==> config.mk <==
export PLATFORM = sky130hd
export DESIGN_NAME = jscr_router
export DESIGN_NICKNAME = d
export VERILOG_FILES = /design/src/rtl/jscr_router.v
export VERILOG_INCLUDE_DIRS = /design/src /design/src/common
export SDC_FILE = /design/constraint.sdc
export NUM_CORES = 1
export LEC_CHECK = 0
export BUFFER_PORTS_ARGS = -buffer_cell sky130_fd_sc_hd__buf_2
export CAP_MARGIN = 20
export CORE_MARGIN = 2
export CORE_UTILIZATION = 40
export DETAILED_ROUTE_END_ITERATION = 16
export PLACE_DENSITY = 0.76
export SLEW_MARGIN = 20
export SYNTH_ARGS = -nofsm -noshare
export SYNTH_HDL_FRONTEND = slang
export SYNTH_SLANG_ARGS = --single-unit
==> constraint.sdc <==
create_clock -name clk_i -period 1.6 [get_ports clk_i]
set_clock_uncertainty 0.2 [all_clocks]
set_input_delay 0.16 -clock clk_i [delete_from_list [all_inputs] [get_ports clk_i]]
set_output_delay 0.16 -clock clk_i [all_outputs]
set_load 0.005 [all_outputs]
==> src/common/jscr_defs.vh <==
// Constants for the scan chain router
`ifndef JSCR_DEFS_VH
`define JSCR_DEFS_VH
`define JSCR_SYNC_STAGES 3
`define JSCR_CLK_PERIOD_NS 10
`define JSCR_CFG_LATCH_CYC 2
`endif

==> src/rtl/jscr_router.v <==
// Scan chain and test clock router for one board of a stack
//
// Overview of operation
// RULE1: standalone: data through core, back out
// RULE2: stacked: data down, back up, then out
// RULE3: base-board sense selects the data path
// RULE4: setup mode inserts FPGAs and PLDs
// RULE5: no jumper means normal debug mode
// RULE6: setup select lights warning, reroutes path
// RULE7: sampling core returns clock to next device
// RULE8: debugger waits for return clock edge
// RULE9: return clock gated by request line
// RULE10: non-sampling core forwards test clock down
// RULE11: bottom board provides return clock path
// RULE12: base board drives return per request
// RULE13: PLD carries flash data in setup mode
// RULE14: debugger may raise halt request
// RULE15: acknowledge halt once core in debug
// RULE16: configured line released when setup complete
// RULE17: reset held until all FPGAs configured
// RULE18: routing is pure muxing, no register stages
`timescale 1ns/1ps
`include "jscr_defs.vh"

module jscr_router #(
  parameter CORE_SAMPLES_TCK = 0
) (
  // Clock and reset
  input  wire clk_i,
  input  wire sys_rst_i,
  // Debug connector
  input  wire tdi_i,
  input  wire tck_i,
  output wire tdo_o,
  output wire rtck_o,
  input  wire halt_request_i,
  output wire halt_acknowledge_o,
  // Strap and stack sense inputs
  input  wire base_board_sense_n_i,
  input  wire setup_select_n_i,
  // Processor core
  output wire core_tdi_o,
  input  wire core_tdo_i,
  output wire core_tck_o,
  input  wire core_rtck_i,
  output wire core_halt_request_o,
  input  wire core_in_debug_i,
  // Programmable devices (FPGA and PLD) chain segment
  output wire pld_tdi_o,
  input  wire pld_tdo_i,
  input  wire pld_flash_data_i,
  output wire flash_data_o,
  input  wire fpga_config_done_i,
  // Stack connector, downward
  output wire stack_tdi_o,
  output wire stack_tck_o,
  output wire clock_return_request_n_o,
  // Stack connector, upward return
  input  wire stack_tdo_i,
  input  wire stack_rtck_i,
  // Shared configured line, open collector
  input  wire config_done_line_i,
  output wire config_done_line_o,
  output wire config_done_line_oe_o,
  // Shared system reset line, open collector
  input  wire system_reset_line_n_i,
  output wire system_reset_line_n_o,
  output wire system_reset_line_n_oe_o,
  // Indicators and status
  output wire setup_warning_led_o,
  output reg  setup_mode_o,
  output reg  board_stacked_o,
  output reg  tck_rise_o
);

  // Number of flip-flops in each pin synchroniser
  localparam SYNC_W = `JSCR_SYNC_STAGES;

  // Test clock edge filter states
  localparam TCK_LOW  = 1'b0;
  localparam TCK_HIGH = 1'b1;

  // Pin synchronisers and their filtered levels
  reg  [SYNC_W-1:0] mb_sync_q;
  reg  [SYNC_W-1:0] cfg_sync_q;
  reg  [SYNC_W-1:0] tck_sync_q;
  reg               mb_q;
  reg               cfg_q;
  reg               tck_state_q;
  reg               tck_state_d;
  reg               tck_rise_d;
  wire              mb_agree;
  wire              cfg_agree;
  wire              tck_agree;

  // Combinational routing terms
  wire              stacked;
  wire              setup;
  wire              core_sampling;
  wire              core_out;
  reg               core_tdi_mux;
  reg               chain_out;
  reg               stack_tck_mux;
  reg               up_rtck;
  reg               flash_gate;
  reg               led_drive;

  // Active-low strap or sense pin reads as asserted
  function pin_active;
    input pin_n;
    begin
      pin_active = ~pin_n;
    end
  endfunction

  // Second and third synchroniser taps agree
  function taps_agree;
    input second_tap;
    input third_tap;
    begin
      taps_agree = (second_tap == third_tap);
    end
  endfunction

  // Two-way selector shared by data and clock steering
  function route_pick;
    input sel;
    input when_set;
    input when_clear;
    begin
      route_pick = sel ? when_set : when_clear;
    end
  endfunction

  // Path control straight from the pins, so the chain gains no stage
  assign stacked       = pin_active(base_board_sense_n_i); // RULE3
  assign setup         = pin_active(setup_select_n_i); // RULE5
  assign core_sampling = (CORE_SAMPLES_TCK != 0);

  // Data path into the core
  always @* begin
    core_tdi_mux = route_pick(stacked, stack_tdo_i, tdi_i); // RULE1 RULE2 RULE3 RULE18
  end

  assign core_tdi_o  = core_tdi_mux;
  assign core_out    = core_tdo_i;
  assign stack_tdi_o = tdi_i; // RULE2

  // Setup mode appends the programmable devices after the core
  assign pld_tdi_o = core_out; // RULE4

  always @* begin
    case (setup)
      1'b1: begin
        chain_out = pld_tdo_i; // RULE4 RULE6
      end
      default: begin
        chain_out = core_out; // RULE5
      end
    endcase
  end

  assign tdo_o = chain_out; // RULE1 RULE2 RULE18

  // Clock down the stack: a sampling core passes its return clock
  always @* begin
    if (core_sampling) begin
      stack_tck_mux = core_rtck_i; // RULE7
    end else begin
      stack_tck_mux = tck_i; // RULE10
    end
  end

  assign core_tck_o  = tck_i;
  assign stack_tck_o = stack_tck_mux;

  // Only a sampling core asks the base board for a return path
  assign clock_return_request_n_o = core_sampling ? 1'b0 : 1'b1; // RULE9

  // Return clock toward the connector
  always @* begin
    if (stacked) begin
      up_rtck = stack_rtck_i; // RULE9 RULE11 RULE12
    end else begin
      up_rtck = route_pick(core_sampling, core_rtck_i, tck_i); // RULE7
    end
  end

  assign rtck_o = up_rtck; // RULE7 RULE8

  // Halt request and acknowledge pass straight through
  assign core_halt_request_o = halt_request_i; // RULE14
  assign halt_acknowledge_o  = core_in_debug_i; // RULE15

  // Flash data moves only in setup mode
  always @* begin
    if (setup) begin
      flash_gate = pld_flash_data_i; // RULE13
    end else begin
      flash_gate = 1'b0;
    end
  end

  assign flash_data_o = flash_gate;

  // Warning indicator follows the setup strap on every board
  always @* begin
    led_drive = setup; // RULE6
  end

  assign setup_warning_led_o = led_drive;

  // Configured line: pulled low until the local FPGA is done
  assign config_done_line_o    = 1'b0;
  assign config_done_line_oe_o = ~fpga_config_done_i; // RULE16

  // Reset line: held low while any FPGA is still unconfigured
  assign system_reset_line_n_o    = 1'b0;
  assign system_reset_line_n_oe_o = ~config_done_line_i; // RULE17

  // Base-board sense synchroniser, idles high on its pull-up
  always @(posedge clk_i or posedge sys_rst_i) begin
    if (sys_rst_i) begin
      mb_sync_q <= {SYNC_W{1'b1}};
    end else begin
      mb_sync_q <= {mb_sync_q[SYNC_W-2:0], base_board_sense_n_i};
    end
  end

  // Setup strap synchroniser, idles high with no jumper
  always @(posedge clk_i or posedge sys_rst_i) begin
    if (sys_rst_i) begin
      cfg_sync_q <= {SYNC_W{1'b1}};
    end else begin
      cfg_sync_q <= {cfg_sync_q[SYNC_W-2:0], setup_select_n_i};
    end
  end

  // Test clock synchroniser, idles low so reset gives no false edge
  always @(posedge clk_i or posedge sys_rst_i) begin
    if (sys_rst_i) begin
      tck_sync_q <= {SYNC_W{1'b0}};
    end else begin
      tck_sync_q <= {tck_sync_q[SYNC_W-2:0], tck_i};
    end
  end

  // A level counts once the last two taps agree
  assign mb_agree  = taps_agree(mb_sync_q[SYNC_W-2], mb_sync_q[SYNC_W-1]);
  assign cfg_agree = taps_agree(cfg_sync_q[SYNC_W-2], cfg_sync_q[SYNC_W-1]);
  assign tck_agree = taps_agree(tck_sync_q[SYNC_W-2], tck_sync_q[SYNC_W-1]);

  always @(posedge clk_i or posedge sys_rst_i) begin
    if (sys_rst_i) begin
      mb_q  <= 1'b1;
      cfg_q <= 1'b1;
    end else begin
      if (mb_agree) begin
        mb_q <= mb_sync_q[SYNC_W-1];
      end
      if (cfg_agree) begin
        cfg_q <= cfg_sync_q[SYNC_W-1];
      end
    end
  end

  // Test clock edge filter, one pulse per accepted rising edge
  always @* begin
    tck_state_d = tck_state_q;
    tck_rise_d  = 1'b0;
    case (tck_state_q)
      TCK_LOW: begin
        if (tck_agree && tck_sync_q[SYNC_W-1]) begin
          tck_state_d = TCK_HIGH;
          tck_rise_d  = 1'b1;
        end
      end
      TCK_HIGH: begin
        if (tck_agree && !tck_sync_q[SYNC_W-1]) begin
          tck_state_d = TCK_LOW;
        end
      end
      default: begin
        tck_state_d = TCK_LOW;
      end
    endcase
  end

  always @(posedge clk_i or posedge sys_rst_i) begin
    if (sys_rst_i) begin
      tck_state_q <= TCK_LOW;
      tck_rise_o  <= 1'b0;
    end else begin
      tck_state_q <= tck_state_d;
      tck_rise_o  <= tck_rise_d;
    end
  end

  // Status copies for the board's own logic, not in the scan path
  always @(posedge clk_i or posedge sys_rst_i) begin
    if (sys_rst_i) begin
      setup_mode_o    <= 1'b0;
      board_stacked_o <= 1'b0;
    end else begin
      setup_mode_o    <= pin_active(cfg_q); // RULE6
      board_stacked_o <= pin_active(mb_q); // RULE3
    end
  end

endmodule // jscr_router

Word-level counts from Yosys, hierarchy flattened
Cells that the tools add are included.
{"block": "totals", "reg_bits": 15, "latchBits": 0, "mem_bits_rw": 0, "romBits": 0, "in_bits": 17, "wordCells": 29, "n_memories": 0}
{"block": "op_classes", "add_sub_neg": 0, "mul": 0, "n_div": 0, "n_lt_le_gt_ge": 0, "eq_ne": 3, "n_shift": 0, "muxes": 8, "n_bitwise": 6, "n_reduce_logical": 3}
{"cell": "1-bit two-way mux", "count": 7}
{"cell": "1-bit NOT", "count": 6}
{"cell": "1-bit equality test", "count": 3}
{"cell": "1-bit logical AND", "count": 2}
{"cell": "1-bit case mux with 2 select lines", "count": 1}
{"cell": "1-bit zero test", "count": 1}

Longest topological paths before layout
{"block": "logic_depth", "ltp_word": 4, "depth_mapped": 1}

Least setup slack after synthesis
No wires, ideal clock.
{"block": "synth_timing", "path_type": "reg-to-reg", "from": "register tck_state_q", "to": "register tck_state_q", "t_arrival_ns": 0.643, "required_time_ns": 1.274, "path_slack_ns": 0.631, "path_stages_with_launch": 2, "synth_period_minus_slack_ns": 0.969, "cell_sequence": "dfrtp_1 > maj3_2"}
{"block": "synth_via", "elab_chain_cells": 2}
{"element": "start: declaration", "line_no": "jscr_router.v:89", "rtl": "reg tck_state_q;"}
{"element": "start signal: assignment", "line_no": "jscr_router.v:294", "rtl": "tck_state_q <= tck_state_d;"}
{"element": "1-bit NOT"}
{"element": "1-bit case mux with 2 select lines (*)", "line_no": "jscr_router.v:271", "rtl": "case (tck_state_q)"}
{"element": "named net tck_state_d", "line_no": "jscr_router.v:90", "rtl": "reg tck_state_d;"}
The timed path passes the listed nets; every way through them passes the cells marked *.
A chain may end at the register's enable or synchronous reset.

Final worst setup path
{"block": "layout_timing", "from": "input tck_i", "to": "output rtck_o"}
{"block": "layout_via", "elab_chain_cells": 1}
{"element": "start: declaration", "line_no": "jscr_router.v:33", "rtl": "input wire tck_i,"}
{"element": "1-bit two-way mux", "line_no": "jscr_router.v:182", "rtl": "if (stacked) begin"}
{"element": "end: declaration", "line_no": "jscr_router.v:35", "rtl": "output wire rtck_o,"}
No other way between the ends.

==> impl_results.md <==
* Via count at 351
* Cell taking the most area after synthesis: dfstp_2
* Most frequent cells in the layout: buf_2 (26), dfstp_2 (8), dfrtp_1 (7), inv_1 (6), dlygate4sd3_1 (4)
* Max-cap violations at 0
* Synth Register Bits at 15
* Vias per inst at 4.33
* Antenna violations before repair at 0
* Setup Viol. Count Final at 0
* Worst Path Required at 1.24 ns
* CTS tree: done
* Vias in the first global route at 339
* Final Hold Fails at 0
* Largest cells by area after synthesis: dfstp_2 (37%), dfrtp_1 (31%), buf_4 (12%)
* Synthesized area at roughly 570 um2
* Period minus WS final at between 1.5 and 2 ns
* Initial core utilization at 0.432
* Largest fanout on the critical path at 4
* Total Nets Final at 84
* All-Layer GR Usage at 0.106
* Sequential area share after synthesis at 0.677
* Worst Setup EP: rtck_o
* WP buf/inv at 3
* Peak VDD IR at around 0.0005 V
* Row cnt at 13
* Total Wirelength at between 700 and 800 um
* Max-slew violation count at 0
* Root buffer cell: clkbuf_4
* Overflow left after global routing at 0
* Worst path slowest cell: dlygate4sd3_1
* H-Tree Level Count at 1
* CTS Sinks at 15
* Most common cell after layout, fill and taps aside: buf_2
* CP startpoint kind: input pin
* Worst Hold Class: in2out
* DRT iter0 DRCs at 4
* Share of layout cells above drive strength 1 at 0.652
* Die footprint at roughly 1700 um2
* Relative slew margins at 0.646
* Reg-to-reg slack, setup at about 0.6 ns
* Fin util at 0.547
* Crit-path max cell delay at approximately 0.53 ns
* First-pass GRT wire length at ~1400 um
* Synth unique cells at 10
* Top-Level Pins at 36
* Slew @ Worst Pin at 0.530 ns
* Worst path depth at 4
* Residual DRC at 0
* Number of buffers on the longest clock path at 2
* WP data arrival at about 1.2 ns
* CTS Buf Count at 3
* Setup TNS at 0 ns
* Cts repair resizes at 0
* Worst skew pair latency at approximately 0.27 ns
* Core Region at about 1300 um2
* Origin of the worst setup path: tck_i
* Lkg Pwr at roughly 0.38 nW
* Type of destination of the critical path: primary output
* Pin count of the biggest net entering global routing at 16
* Worst Hold Launch: halt_request_i
* Worst R2R Start: tck_sync_q[1]$_DFF_PP0_
* Area share of the largest cell type after synthesis at 0.369
* Pre-antenna DRT Iters at 4
* PortBufs at 26
* Dpl ws at between 0.5 and 0.6 ns
* Worst R2R Path Depth at 1
* Crit Path Class: in2out
* F_max at 0.643 GHz
* Power per cell area at 982 nW/um2
* Final ANT Viol Nets at 0
* Area growth from synthesis to layout at 26.6%
* Avg Inst Size Synth at roughly 14 um2
* Die X at 41.7 um
* DIE HEIGHT at roughly 42 um
* Routed WL per cell at 8.90 um
* Antenna cells at 0
* Crit-path most repeated cell: buf_2
* Setup ws final at 0.0438 ns
* Gpl congestion at roughly 0.55
* Worst path top cell family by delay: buffers and inverters
* RSZ-0062 raised after global routing: no
* Total power at around 0.00071 W
* Detailed Place HPWL at around 530 um
* Cells after synthesis at 40
* Critical path cell sequence: dlygate4sd3_1 > buf_2 > mux2_2 > buf_2
* Period utilisation layout at 0.973
* Yosys Warn Count at 0
* Status: finished clean
* Reg2Reg Capture Point: tck_state_q$_DFF_PP0_
-- report_power, final --
group / total [W] / switching (W) / leakage [nW] / internal, W
Clock: 0.000204 / 0.000108 / 0.0150 / 0.0000966
Sequential: 0.000424 / 0.0000104 / 0.167 / 0.000414
Combinational: 0.0000787 / 0.0000312 / 0.197 / 0.0000475
-- routing by layer --
layer  wire length (um)  track usage  up-vias
met1                269        0.112      163
met2                348        0.166       25
met4                  0       0.0839        0
met5                  0            0        -
met3                103       0.0435        0
li1                   -            -      163
-- metrics by stage --
stage | hold slack, ns | instances | cell area [um2]
finish | 0.120 | 81 | 721
global route | 0.120 | 81 | 721
CTS | 0.120 | 81 | 721
detailed placement | 0.0326 | 73 | 654
global placement | 0.0104 | 73 | 654
floorplan | -0.144 | 41 | 573
-- synth_stat cells --
library cell  instances
nor2b_1               1
dfstp_2               8
mux2_4                1
maj3_2                3
buf_4                 9
and3b_1               1
inv_1                 6
dfrtp_1               7
conb_1                2
mux2_2                2
-- registers in the layout, summed over array words and instances (netlist names) --
name / count
cfg_sync_q: 3
mb_sync_q: 3
tck_sync_q: 3
board_stacked_o: 1
cfg_q: 1
mb_q: 1
setup_mode_o: 1
tck_rise_o: 1
tck_state_q: 1
-- timing repair --
action,in CTS,in global routing
hold buffers,4,0
hold endpoints to repair,10,0
buffers inserted,0,0
-- cell type report --
class	instances	area (um2)
Inverter	6	22.5
Sequential cell	15	385
Tap cell	15	18.8
Clock buffer	4	26.3
Fill cell	116	597
Timing Repair Buffer	30	170
Multi-Input combinational cell	11	97.6
-- how the worst min path moves through the flow --
stage / endpoint / cells past startpoint
final: core_halt_request_o / 0
after CTS: core_halt_request_o / 0
after global placement: tck_sync_q[2]$_DFF_PP0_ / 2
after global routing: halt_acknowledge_o / 0
after detailed placement: tck_sync_q[2]$_DFF_PP0_ / 2
after floorplan: board_stacked_o$_DFF_PP0_ / 1
-- kinds of logic after synthesis --
| group | share of synthesized area |
|---|---|
| fa+ha+maj | 0.0593 |
| buf+inv | 0.158 |
| mux | 0.0659 |
| flops | 0.677 |
| simple gates | 0.0264 |
| other cells | 0.0132 |
Power figures use the tool's default switching activity.
